$ cat config.mk
export PLATFORM = sky130hd
export DESIGN_NAME = uart_shadow_data_port
export DESIGN_NICKNAME = d
export VERILOG_FILES = /design/src/core/uart_shadow_pkg.sv /design/src/core/byte_stream_if.sv /design/src/core/two_entry_buffer.sv /design/src/core/uart_shadow_data_port.sv
export SDC_FILE = /design/constraint.sdc
export NUM_CORES = 1
export LEC_CHECK = 0
export BUFFER_PORTS_ARGS = -buffer_cell sky130_fd_sc_hd__buf_2
export CAP_MARGIN = 20
export CORE_MARGIN = 2
export CORE_UTILIZATION = 50
export CTS_BUF_LIST = sky130_fd_sc_hd__clkbuf_4 sky130_fd_sc_hd__clkbuf_8 sky130_fd_sc_hd__clkbuf_16
export CTS_CLUSTER_DIAMETER = 100
export DETAILED_ROUTE_END_ITERATION = 12
export PLACE_DENSITY = 0.76
export SLEW_MARGIN = 20
export SYNTH_ARGS = -nofsm -noshare
export SYNTH_HDL_FRONTEND = slang
export SYNTH_SLANG_ARGS = --single-unit
$ cat constraint.sdc
create_clock -name i_clock -period 4.8 [get_ports i_clock]
set_clock_uncertainty 0.2 [all_clocks]
set_input_delay 0.96 -clock i_clock [delete_from_list [all_inputs] [get_ports i_clock]]
set_output_delay 0.96 -clock i_clock [all_outputs]
set_load 0.01 [all_outputs]
$ cat src/core/uart_shadow_pkg.sv
package uart_shadow_pkg;
  // Address map of the shadow window and the block's own registers
  localparam logic [31:0] SHADOW_BASE  = 32'h5000_1130;
  localparam int          SHADOW_WORDS = 16;
  localparam logic [31:0] CONTROL_ADDR = 32'h5000_1170;
  localparam logic [31:0] STATUS_ADDR  = 32'h5000_1174;
  localparam logic [15:0] SHADOW_RESET = 16'h0000;

  // Control register fields
  localparam int CTRL_FIFO_EN = 0;
  localparam int CTRL_IR_MODE = 1;

  // Status register fields
  localparam int STAT_RX_VALID = 0;
  localparam int STAT_OVERRUN  = 1;
  localparam int STAT_RX_FULL  = 2;
  localparam int STAT_TX_EMPTY = 5;
  localparam int STAT_TX_FULL  = 6;

  // Timing
  localparam int CLOCK_HZ       = 20_000_000;
  localparam int BAUD_RATE      = 115_200;
  localparam int OVERSAMPLE     = 16;
  localparam int BAUD_DIV       = CLOCK_HZ / (BAUD_RATE * OVERSAMPLE);
  localparam int IR_PULSE_TICKS = 3;
  localparam int FIFO_DEPTH     = 16;

  typedef enum logic [1:0] {
    LINE_IDLE  = 2'b00,
    LINE_START = 2'b01,
    LINE_DATA  = 2'b10,
    LINE_STOP  = 2'b11
  } line_state_type;
endpackage

$ cat src/core/byte_stream_if.sv
`timescale 1ns/100ps
`default_nettype none
// Valid/ready byte stream between the store and the serialiser
interface byte_stream_if;
  logic       valid;
  logic       ready;
  logic [7:0] data;
  modport source (output valid, output data, input ready);
  modport sink   (input valid, input data, output ready);
endinterface
`default_nettype wire

$ cat src/core/two_entry_buffer.sv
`timescale 1ns/100ps
`default_nettype none
// Two-entry skid buffer; a stall downstream loses no byte
module two_entry_buffer (
  input  wire logic      i_clock, // System clock
  input  wire logic      i_rst,   // Synchronous reset
  byte_stream_if.sink    up,      // Bytes entering
  byte_stream_if.source  down     // Bytes leaving
);
  logic [7:0] slot [2];
  logic       rd_sel;
  logic       wr_sel;
  logic [1:0] fill;

  wire take = up.valid & up.ready;
  wire give = down.valid & down.ready;

  // Handshake terms
  assign up.ready   = (fill != 2'd2);
  assign down.valid = (fill != 2'd0);
  assign down.data  = slot[rd_sel];

  // Slot storage and occupancy
  always_ff @(posedge i_clock) begin
    if (i_rst) begin
      rd_sel <= 1'b0;
      wr_sel <= 1'b0;
      fill   <= 2'd0;
    end else begin
      if (take) begin
        slot[wr_sel] <= up.data;
        wr_sel       <= ~wr_sel;
      end
      if (give) begin
        rd_sel <= ~rd_sel;
      end
      fill <= fill + {1'b0, take} - {1'b0, give};
    end
  end
endmodule
`default_nettype wire

$ cat src/core/uart_shadow_data_port.sv
`timescale 1ns/100ps
`default_nettype none
// Contract
// - Sixteen word locations all mirror one buffer
// - Read gives received byte, wired or infrared
// - No FIFO: new byte overwrites, flags overrun
// - FIFO on: read returns oldest entry
// - Full FIFO keeps contents, drops byte, overrun
// - Write loads transmit path, wired or infrared
// - No FIFO: idle line takes four writes before holding empty clears
// - No FIFO: further writes replace pending byte
// - FIFO on: idle line accepts depth plus three writes before full
// - Writes into full transmit FIFO are dropped
module uart_shadow_data_port #(
  parameter int FIFO_DEPTH = uart_shadow_pkg::FIFO_DEPTH,
  parameter int BAUD_DIV   = uart_shadow_pkg::BAUD_DIV
) (
  input  wire logic        i_clock,     // 20 MHz clock
  input  wire logic        i_rst,       // Synchronous reset, high
  input  wire logic [31:0] i_paddr,     // APB address
  input  wire logic        i_psel,      // APB select
  input  wire logic        i_penable,   // APB enable
  input  wire logic        i_pwrite,    // APB direction
  input  wire logic [31:0] i_pwdata,    // APB write data
  output logic      [31:0] o_prdata,    // APB read data
  output logic             o_pready,    // APB ready
  output logic             o_pslverr,   // APB error, unmapped
  input  wire logic        i_serial_rx, // Wired serial input
  input  wire logic        i_ir_rx,     // Infrared input, low pulses
  output logic             o_serial_tx, // Wired serial output
  output logic             o_ir_tx_n    // Infrared output, active low
);
  localparam int PW = $clog2(FIFO_DEPTH);
  localparam int CW = $clog2(FIFO_DEPTH + 1);
  localparam logic [CW-1:0] DEPTH_C = CW'(FIFO_DEPTH);
  localparam logic [PW-1:0] LAST_P  = PW'(FIFO_DEPTH - 1);
  localparam logic [31:0]   SPAN    = 32'(uart_shadow_pkg::SHADOW_WORDS * 4);
  localparam logic [15:0]   DIV_END = 16'(BAUD_DIV - 1);
  localparam logic [3:0]    LAST_T  = 4'(uart_shadow_pkg::OVERSAMPLE - 1);
  localparam logic [3:0]    MID_T   = 4'(uart_shadow_pkg::OVERSAMPLE / 2 - 1);
  localparam logic [3:0]    IR_T    = 4'(uart_shadow_pkg::IR_PULSE_TICKS);

  function automatic logic [PW-1:0] step(input logic [PW-1:0] p);
    step = (p == LAST_P) ? '0 : p + 1'b1;
  endfunction

  // Control, status and pin state
  logic       fifo_en;
  logic       ir_mode;
  logic       overrun;
  logic [2:0] rx_sync;
  logic [2:0] ir_sync;
  logic       rx_pin;
  logic       ir_pin;
  logic [15:0] baud_cnt;
  logic        tick;

  // Pins pass three flops; a change counts when the last two agree
  always_ff @(posedge i_clock) begin
    if (i_rst) begin
      rx_sync <= 3'b111;
      ir_sync <= 3'b111;
      rx_pin  <= 1'b1;
      ir_pin  <= 1'b1;
    end else begin
      rx_sync <= {rx_sync[1:0], i_serial_rx};
      ir_sync <= {ir_sync[1:0], i_ir_rx};
      if (rx_sync[1] == rx_sync[2]) begin
        rx_pin <= rx_sync[2];
      end
      if (ir_sync[1] == ir_sync[2]) begin
        ir_pin <= ir_sync[2];
      end
    end
  end

  // Oversample tick divider
  always_ff @(posedge i_clock) begin
    if (i_rst) begin
      baud_cnt <= 16'h0000;
      tick     <= 1'b0;
    end else begin
      tick     <= (baud_cnt == DIV_END);
      baud_cnt <= (baud_cnt == DIV_END) ? 16'h0000 : baud_cnt + 16'h0001;
    end
  end

  // APB decode
  wire [31:0] shadow_off = i_paddr - uart_shadow_pkg::SHADOW_BASE;
  wire hit_shadow = (i_paddr >= uart_shadow_pkg::SHADOW_BASE)
                  && (shadow_off < SPAN) && (i_paddr[1:0] == 2'b00);
  wire hit_ctrl   = (i_paddr == uart_shadow_pkg::CONTROL_ADDR);
  wire hit_status = (i_paddr == uart_shadow_pkg::STATUS_ADDR);
  wire hit_any    = hit_shadow | hit_ctrl | hit_status;
  wire apb_accept = i_psel & i_penable & ~o_pready;
  wire apb_done   = i_psel & i_penable & o_pready;
  wire host_write = apb_done & i_pwrite & hit_shadow;
  wire ctrl_write = apb_done & i_pwrite & hit_ctrl;
  wire stat_read  = apb_accept & ~i_pwrite & hit_status;
  wire mode_flip  = ctrl_write & (i_pwdata[uart_shadow_pkg::CTRL_FIFO_EN] != fifo_en);

  // Receive store
  logic [7:0]    rx_mem [FIFO_DEPTH];
  logic [PW-1:0] rx_rd;
  logic [PW-1:0] rx_wr;
  logic [CW-1:0] rx_count;
  logic          rx_push;
  logic [7:0]    rx_byte;

  wire rx_has   = (rx_count != '0);
  wire rx_pop   = apb_accept & ~i_pwrite & hit_shadow & rx_has;
  wire rx_full  = fifo_en ? (rx_count == DEPTH_C) : rx_has;
  wire rx_block = rx_full & ~rx_pop;
  wire [7:0] rx_head = rx_has ? rx_mem[rx_rd] : 8'h00;

  // Receive store update; overrun on any lost or overwritten byte
  always_ff @(posedge i_clock) begin
    if (i_rst || mode_flip) begin
      rx_rd    <= '0;
      rx_wr    <= '0;
      rx_count <= '0;
    end else begin
      if (rx_push && rx_block && !fifo_en) begin
        rx_mem[rx_rd] <= rx_byte;
      end else if (rx_push && !rx_block) begin
        rx_mem[rx_wr] <= rx_byte;
        rx_wr         <= step(rx_wr);
      end
      if (rx_pop) begin
        rx_rd <= step(rx_rd);
      end
      rx_count <= rx_count + CW'(rx_push && !rx_block) - CW'(rx_pop);
    end
  end

  // Overrun flag: set wins over the clear by a status read
  always_ff @(posedge i_clock) begin
    if (i_rst) begin
      overrun <= 1'b0;
    end else if (rx_push && rx_block) begin
      overrun <= 1'b1;
    end else if (stat_read) begin
      overrun <= 1'b0;
    end
  end

  // Transmit store
  byte_stream_if store_out ();
  byte_stream_if line_in ();
  logic [7:0]    tx_mem [FIFO_DEPTH];
  logic [PW-1:0] tx_rd;
  logic [PW-1:0] tx_wr;
  logic [CW-1:0] tx_count;

  wire tx_has   = (tx_count != '0);
  wire tx_empty = ~tx_has;
  wire tx_pop   = store_out.valid & store_out.ready;
  wire tx_full  = fifo_en ? (tx_count == DEPTH_C) : tx_has;
  wire tx_block = tx_full & ~tx_pop;

  assign store_out.valid = tx_has;
  assign store_out.data  = tx_mem[tx_rd];

  // Transmit store update; full writes replace or drop
  always_ff @(posedge i_clock) begin
    if (i_rst || mode_flip) begin
      tx_rd    <= '0;
      tx_wr    <= '0;
      tx_count <= '0;
    end else begin
      if (host_write && tx_block && !fifo_en) begin
        tx_mem[tx_rd] <= i_pwdata[7:0];
      end else if (host_write && !tx_block) begin
        tx_mem[tx_wr] <= i_pwdata[7:0];
        tx_wr         <= step(tx_wr);
      end
      if (tx_pop) begin
        tx_rd <= step(tx_rd);
      end
      tx_count <= tx_count + CW'(host_write && !tx_block) - CW'(tx_pop);
    end
  end

  two_entry_buffer u_tx_buffer (
    .i_clock (i_clock),
    .i_rst   (i_rst),
    .up      (store_out),
    .down    (line_in)
  );

  // Read value selection
  wire [31:0] ctrl_value = {30'h0, ir_mode, fifo_en};
  wire [31:0] stat_value = {25'h0, tx_full, tx_empty, 2'b00, rx_full, overrun, rx_has};
  wire [31:0] shad_value = {16'h0, 8'h00, rx_head};
  wire [31:0] read_value = hit_shadow ? shad_value
                         : hit_ctrl   ? ctrl_value
                         : hit_status ? stat_value : 32'h0000_0000;

  // APB answer one cycle into the access phase
  always_ff @(posedge i_clock) begin
    if (i_rst) begin
      o_pready  <= 1'b0;
      o_prdata  <= {16'h0, uart_shadow_pkg::SHADOW_RESET};
      o_pslverr <= 1'b0;
    end else begin
      o_pready <= apb_accept;
      if (apb_accept) begin
        o_prdata  <= i_pwrite ? 32'h0000_0000 : read_value;
        o_pslverr <= ~hit_any;
      end
    end
  end

  // Control register
  always_ff @(posedge i_clock) begin
    if (i_rst) begin
      fifo_en <= 1'b0;
      ir_mode <= 1'b0;
    end else if (ctrl_write) begin
      fifo_en <= i_pwdata[uart_shadow_pkg::CTRL_FIFO_EN];
      ir_mode <= i_pwdata[uart_shadow_pkg::CTRL_IR_MODE];
    end
  end

  // Receiver
  uart_shadow_pkg::line_state_type rx_state;
  logic [3:0] rx_tick;
  logic [2:0] rx_bit;
  logic [7:0] rx_shift;
  logic       ir_low_seen;

  wire rx_line = ir_mode ? (ir_pin & ~ir_low_seen) : rx_pin;
  wire rx_sample = tick && (rx_tick == ((rx_state == uart_shadow_pkg::LINE_START) ? MID_T : LAST_T));

  // Infrared zero pulses are caught between two sample points
  always_ff @(posedge i_clock) begin
    if (i_rst) begin
      ir_low_seen <= 1'b0;
    end else if (!ir_pin) begin
      ir_low_seen <= 1'b1;
    end else if (rx_sample) begin
      ir_low_seen <= 1'b0;
    end
  end

  // Receive frame sequencer
  always_ff @(posedge i_clock) begin
    if (i_rst) begin
      rx_state <= uart_shadow_pkg::LINE_IDLE;
      rx_tick  <= 4'h0;
      rx_bit   <= 3'h0;
      rx_shift <= 8'h00;
      rx_push  <= 1'b0;
      rx_byte  <= 8'h00;
    end else begin
      rx_push <= 1'b0;
      if (tick && rx_state != uart_shadow_pkg::LINE_IDLE) begin
        rx_tick <= rx_sample ? 4'h0 : rx_tick + 4'h1;
      end
      unique case (rx_state)
        uart_shadow_pkg::LINE_IDLE: begin
          rx_tick <= 4'h0;
          if (!rx_line) begin
            rx_state <= uart_shadow_pkg::LINE_START;
          end
        end
        uart_shadow_pkg::LINE_START: begin
          if (rx_sample) begin
            rx_bit   <= 3'h0;
            rx_state <= rx_line ? uart_shadow_pkg::LINE_IDLE : uart_shadow_pkg::LINE_DATA;
          end
        end
        uart_shadow_pkg::LINE_DATA: begin
          if (rx_sample) begin
            rx_shift <= {rx_line, rx_shift[7:1]};
            rx_bit   <= rx_bit + 3'h1;
            if (rx_bit == 3'h7) begin
              rx_state <= uart_shadow_pkg::LINE_STOP;
            end
          end
        end
        uart_shadow_pkg::LINE_STOP: begin
          if (rx_sample) begin
            rx_push  <= rx_line;
            rx_byte  <= rx_shift;
            rx_state <= uart_shadow_pkg::LINE_IDLE;
          end
        end
      endcase
    end
  end

  // Transmitter
  uart_shadow_pkg::line_state_type tx_state;
  logic [3:0] tx_tick;
  logic [2:0] tx_bit;
  logic [7:0] tx_shift;

  assign line_in.ready = (tx_state == uart_shadow_pkg::LINE_IDLE);
  wire tx_end  = tick && (tx_tick == LAST_T);
  wire tx_line = (tx_state == uart_shadow_pkg::LINE_IDLE) ? 1'b1
               : (tx_state == uart_shadow_pkg::LINE_START) ? 1'b0
               : (tx_state == uart_shadow_pkg::LINE_DATA) ? tx_shift[0] : 1'b1;

  // Transmit frame sequencer
  always_ff @(posedge i_clock) begin
    if (i_rst) begin
      tx_state <= uart_shadow_pkg::LINE_IDLE;
      tx_tick  <= 4'h0;
      tx_bit   <= 3'h0;
      tx_shift <= 8'h00;
    end else begin
      if (tick && tx_state != uart_shadow_pkg::LINE_IDLE) begin
        tx_tick <= tx_tick + 4'h1;
      end
      unique case (tx_state)
        uart_shadow_pkg::LINE_IDLE: begin
          tx_tick <= 4'h0;
          if (line_in.valid) begin
            tx_shift <= line_in.data;
            tx_state <= uart_shadow_pkg::LINE_START;
          end
        end
        uart_shadow_pkg::LINE_START: begin
          if (tx_end) begin
            tx_bit   <= 3'h0;
            tx_state <= uart_shadow_pkg::LINE_DATA;
          end
        end
        uart_shadow_pkg::LINE_DATA: begin
          if (tx_end) begin
            tx_shift <= {1'b0, tx_shift[7:1]};
            tx_bit   <= tx_bit + 3'h1;
            if (tx_bit == 3'h7) begin
              tx_state <= uart_shadow_pkg::LINE_STOP;
            end
          end
        end
        uart_shadow_pkg::LINE_STOP: begin
          if (tx_end) begin
            tx_state <= uart_shadow_pkg::LINE_IDLE;
          end
        end
      endcase
    end
  end

  // Output pins: wired line, or short infrared pulse per zero bit
  always_ff @(posedge i_clock) begin
    if (i_rst) begin
      o_serial_tx <= 1'b1;
      o_ir_tx_n   <= 1'b1;
    end else begin
      o_serial_tx <= ir_mode | tx_line;
      o_ir_tx_n   <= ~(ir_mode & ~tx_line & (tx_tick < IR_T));
    end
  end
endmodule
`default_nettype wire

==> flow_summary.toml <==
[worst_setup_path]
rrSetupSlack_ns = 1.57
path_class = "input pin to register"
path_max_fanout = 5
crit_path_start_kind = "input pin"
arrival_ns = 4.35
worstPathRequired_ns = 5.00
reg2reg_to = "tx_count[4]"
rr_startpoint = "tx_count[2]"
r2r_cells = 15
end_kind = "register"

[final_layout]
syn_to_final_growth_pct = 13.0
fin_nets = 1359
fill_cells = 2578
final_core_util = 0.570
fin_area_um2 = 19000
drive_gt1_frac = 0.226

[global_route]
grt_pass1_vias = 9621
grt_pass1_wl_mm = 52.2
grt_max_degree = 74
antenna_found_initial = 1
grt_usage = 0.186
overflow = 0

[sta]
rsz0062_at_grt = "false"
worst_slack_ns = 0.652
worstMarginPinSlew_ns = 1.04
slew_headroom = 0.307
timing.final.crit_share = 0.864
fmax_mhz = 241
post-route-min-period_ns = 4.15
finalSetupTns_ns = 0
slew_violations = 0
setup_viol = 0
finalHoldViolCount = 0

[power]
p_seq_frac = 0.489
power_frac_comb = 0.149
total_power_mw = 8.12
clock_power_share = 0.362
p_leak_nw = 6.58
p_sw_mw = 2.00
swShare = 0.247
intPower_mw = 6.12
p_per_area_nw_per_um2 = 427
ir_drop_mv = 0.281

[cts]
cts_resized = 0
numCtsBuffers = 39
holdBufCountCts = 0
clockRootBuffer = "clkbuf_16"
cts.path.max_buffers = 3
cts_setup_buffers = 0
clk_pin_slew_ns = 0.06
cts_tree = "built"
htreeDepth = 2
clock_latency_ns = 0.52
numClockSinks = 395

[route]
wl_per_cell_um = 18.7
ant_nets = 0
drc = 0
drtIter0Drc = 850
post_drt_via_cell_ratio = 5.69
firstDrtPassIters = 5
vias = 9890
drt-total-wl_mm = 32.6

[synth]
synth-seq-cells = 395
syn_area_um2 = 16800
yosysSeqAreaShare = 0.631
synth-edff-count = 272
ys_types = 78
synth_area_per_cell_um2 = 14.4
ys.flop_type = "edfxtp_1"
yosys_warnings = 0
async_reset_ff_frac = 0
synthCells = 1166

[placed_design]
dp_slack_ns = 0.0932
portBuffers = 58
postPlaceCellArea_um2 = 17800
routabilityCongestion = 0.832
place.detailed.hpwl_mm = 21.9

[floorplan]
core-area_um2 = 33400
die_y_um = 188
die_area_um2 = 35200
pin_count = 107
initial_utilization = 0.505
die_w_um = 188
rows = 67

[min_path]
hold_class = "register to register"
worstHoldPathCells = 1
hold_start = "ir_sync[0]"
worstHoldEndpoint = "ir_sync[1]"

[job]
cap_violations = 0

[outcome]
status = "completed"
## cell families after synthesis
kind of cell    share of synthesized area
flops                               0.631
simple gates                        0.104
compound gates                     0.0609
mux                                 0.135
buf+inv                            0.0284
xor+xnor                           0.0172
fa+ha+maj                          0.0232
other cells                      0.000223
## critical path, stage by stage
cell and delay (ns):
buf_2 0.11, or4_4 0.56, or3_4 0.46, o31ai_1 0.41, o2111ai_2 0.26, nor4_4 0.34
or2b_1 0.31, o21ai_0 0.11, ha_1 0.21, fa_1 0.21, a21oi_1 0.07, nor2_1 0.09
nor2_1 0.06, xnor2_1 0.14, nor2_1 0.05
## how the worst max path moves through the flow
stage | start | to
6_report | i_paddr[19] | rx_count[4]
4_1_cts | i_paddr[19] | rx_count[4]
3_3_place_gp | i_paddr[19] | rx_count[4]
3_5_place_dp | i_paddr[19] | rx_count[4]
2_1_floorplan | i_paddr[19] | rx_count[4]
5_1_grt | i_paddr[19] | rx_count[4]
## routing by layer
metal	up-vias	part of all wire	global-route usage
li1	4618	-	-
met1	4890	0.44	0.260
met2	330	0.49	0.312
met3	52	0.055	0.0279
met4	0	0.018	0.0433
met5	-	0	0
## stage by stage
stage / cells / hold slack, ns
global placement: 1665 / 0.203
global route: 1736 / 0.223
floorplan: 1189 / 0.189
detailed placement: 1665 / 0.195
finish: 1737 / 0.207
CTS: 1736 / 0.209
## registers in the layout, indices dropped and copies added, names as in the netlist, 4 cells and up, named ones only
name              flops
rx_byte               8
tx_mem              128
rx_count              5
tx_wr                 4
rx_rd                 4
rx_tick               4
tx_shift              8
rx_mem              128
rx_shift              8
u_tx_buffer.slot     16
rx_wr                 4
tx_rd                 4
tx_count              5
baud_cnt             16
tx_tick               4
o_prdata              8
## power by group through the flow
stage	registers (mW)	logic [mW]	clock network, mW
after floorplan	3.91	1.05	0
after global placement	4.04	1.16	0
after detailed placement	4.05	1.20	0
after CTS	3.98	1.22	2.99
after global routing	4.00	1.35	3.13
final	3.97	1.21	2.94
## area by class of cell
type | count | area, um^2 | area share
Clock buffer | 51 | 1080 | 0.0570
Timing Repair Buffer | 108 | 666 | 0.0350
Inverter | 21 | 78.8 | 0.00414
Clock inverter | 20 | 169 | 0.00888
Antenna cell | 1 | 2.50 | 0.000132
Tap cell | 448 | 561 | 0.0295
Multi-Input combinational cell | 693 | 5830 | 0.307
Sequential cell | 395 | 10600 | 0.559
## layout by cell type (no fill, tap or decap), types with 4 or more instances in the layout
cell type  Yosys  final
a21o_1         4      4
a21oi_1       33     33
a22oi_1       11     11
a31oi_1        5      4
and2_1        12     12
and3_1         5      5
and4_1         4      4
buf_2          2     58
buf_4         24     50
clkbuf_16      0     39
clkbuf_4       0      9
clkinv_1       0      8
clkinv_2       0      6
conb_1         1     24
dfxtp_1      123    120
edfxtp_1     272    272
ha_1          28     28
inv_1         21     21
mux2i_1       46     46
mux4_2        80     80
nand2_1       45     45
nand2b_1      13     13
nand3_1       28     28
nand3b_1       7      7
nand4_1       14     14
nor2_1       110    110
nor2b_1       14     14
nor3_1        16     16
nor4_1         4      4
o2111ai_1      4      4
o21ai_0       25     25
o22ai_1       32     32
or2_2         11     11
or3_1          7      7
or4_1          9      9
xnor2_1       17     17
xor2_1        16     16
## Yosys cell counts, types with 16 or more instances
library cell / n / area share
nor3_1: 16 / 0.0048
xor2_1: 16 / 0.0083
nor2_1: 110 / 0.025
clkbuf_1: 38 / 0.0085
inv_1: 21 / 0.0047
o21ai_0: 25 / 0.0074
ha_1: 28 / 0.021
mux2i_1: 46 / 0.027
o22ai_1: 32 / 0.012
xnor2_1: 17 / 0.0088
nand2_1: 45 / 0.010
edfxtp_1: 272 / 0.48
a21oi_1: 33 / 0.0098
mux4_2: 80 / 0.11
dfxtp_1: 123 / 0.15
nand3_1: 28 / 0.0083
buf_4: 24 / 0.011
No activity file was read; power rests on OpenSTA's default activity.
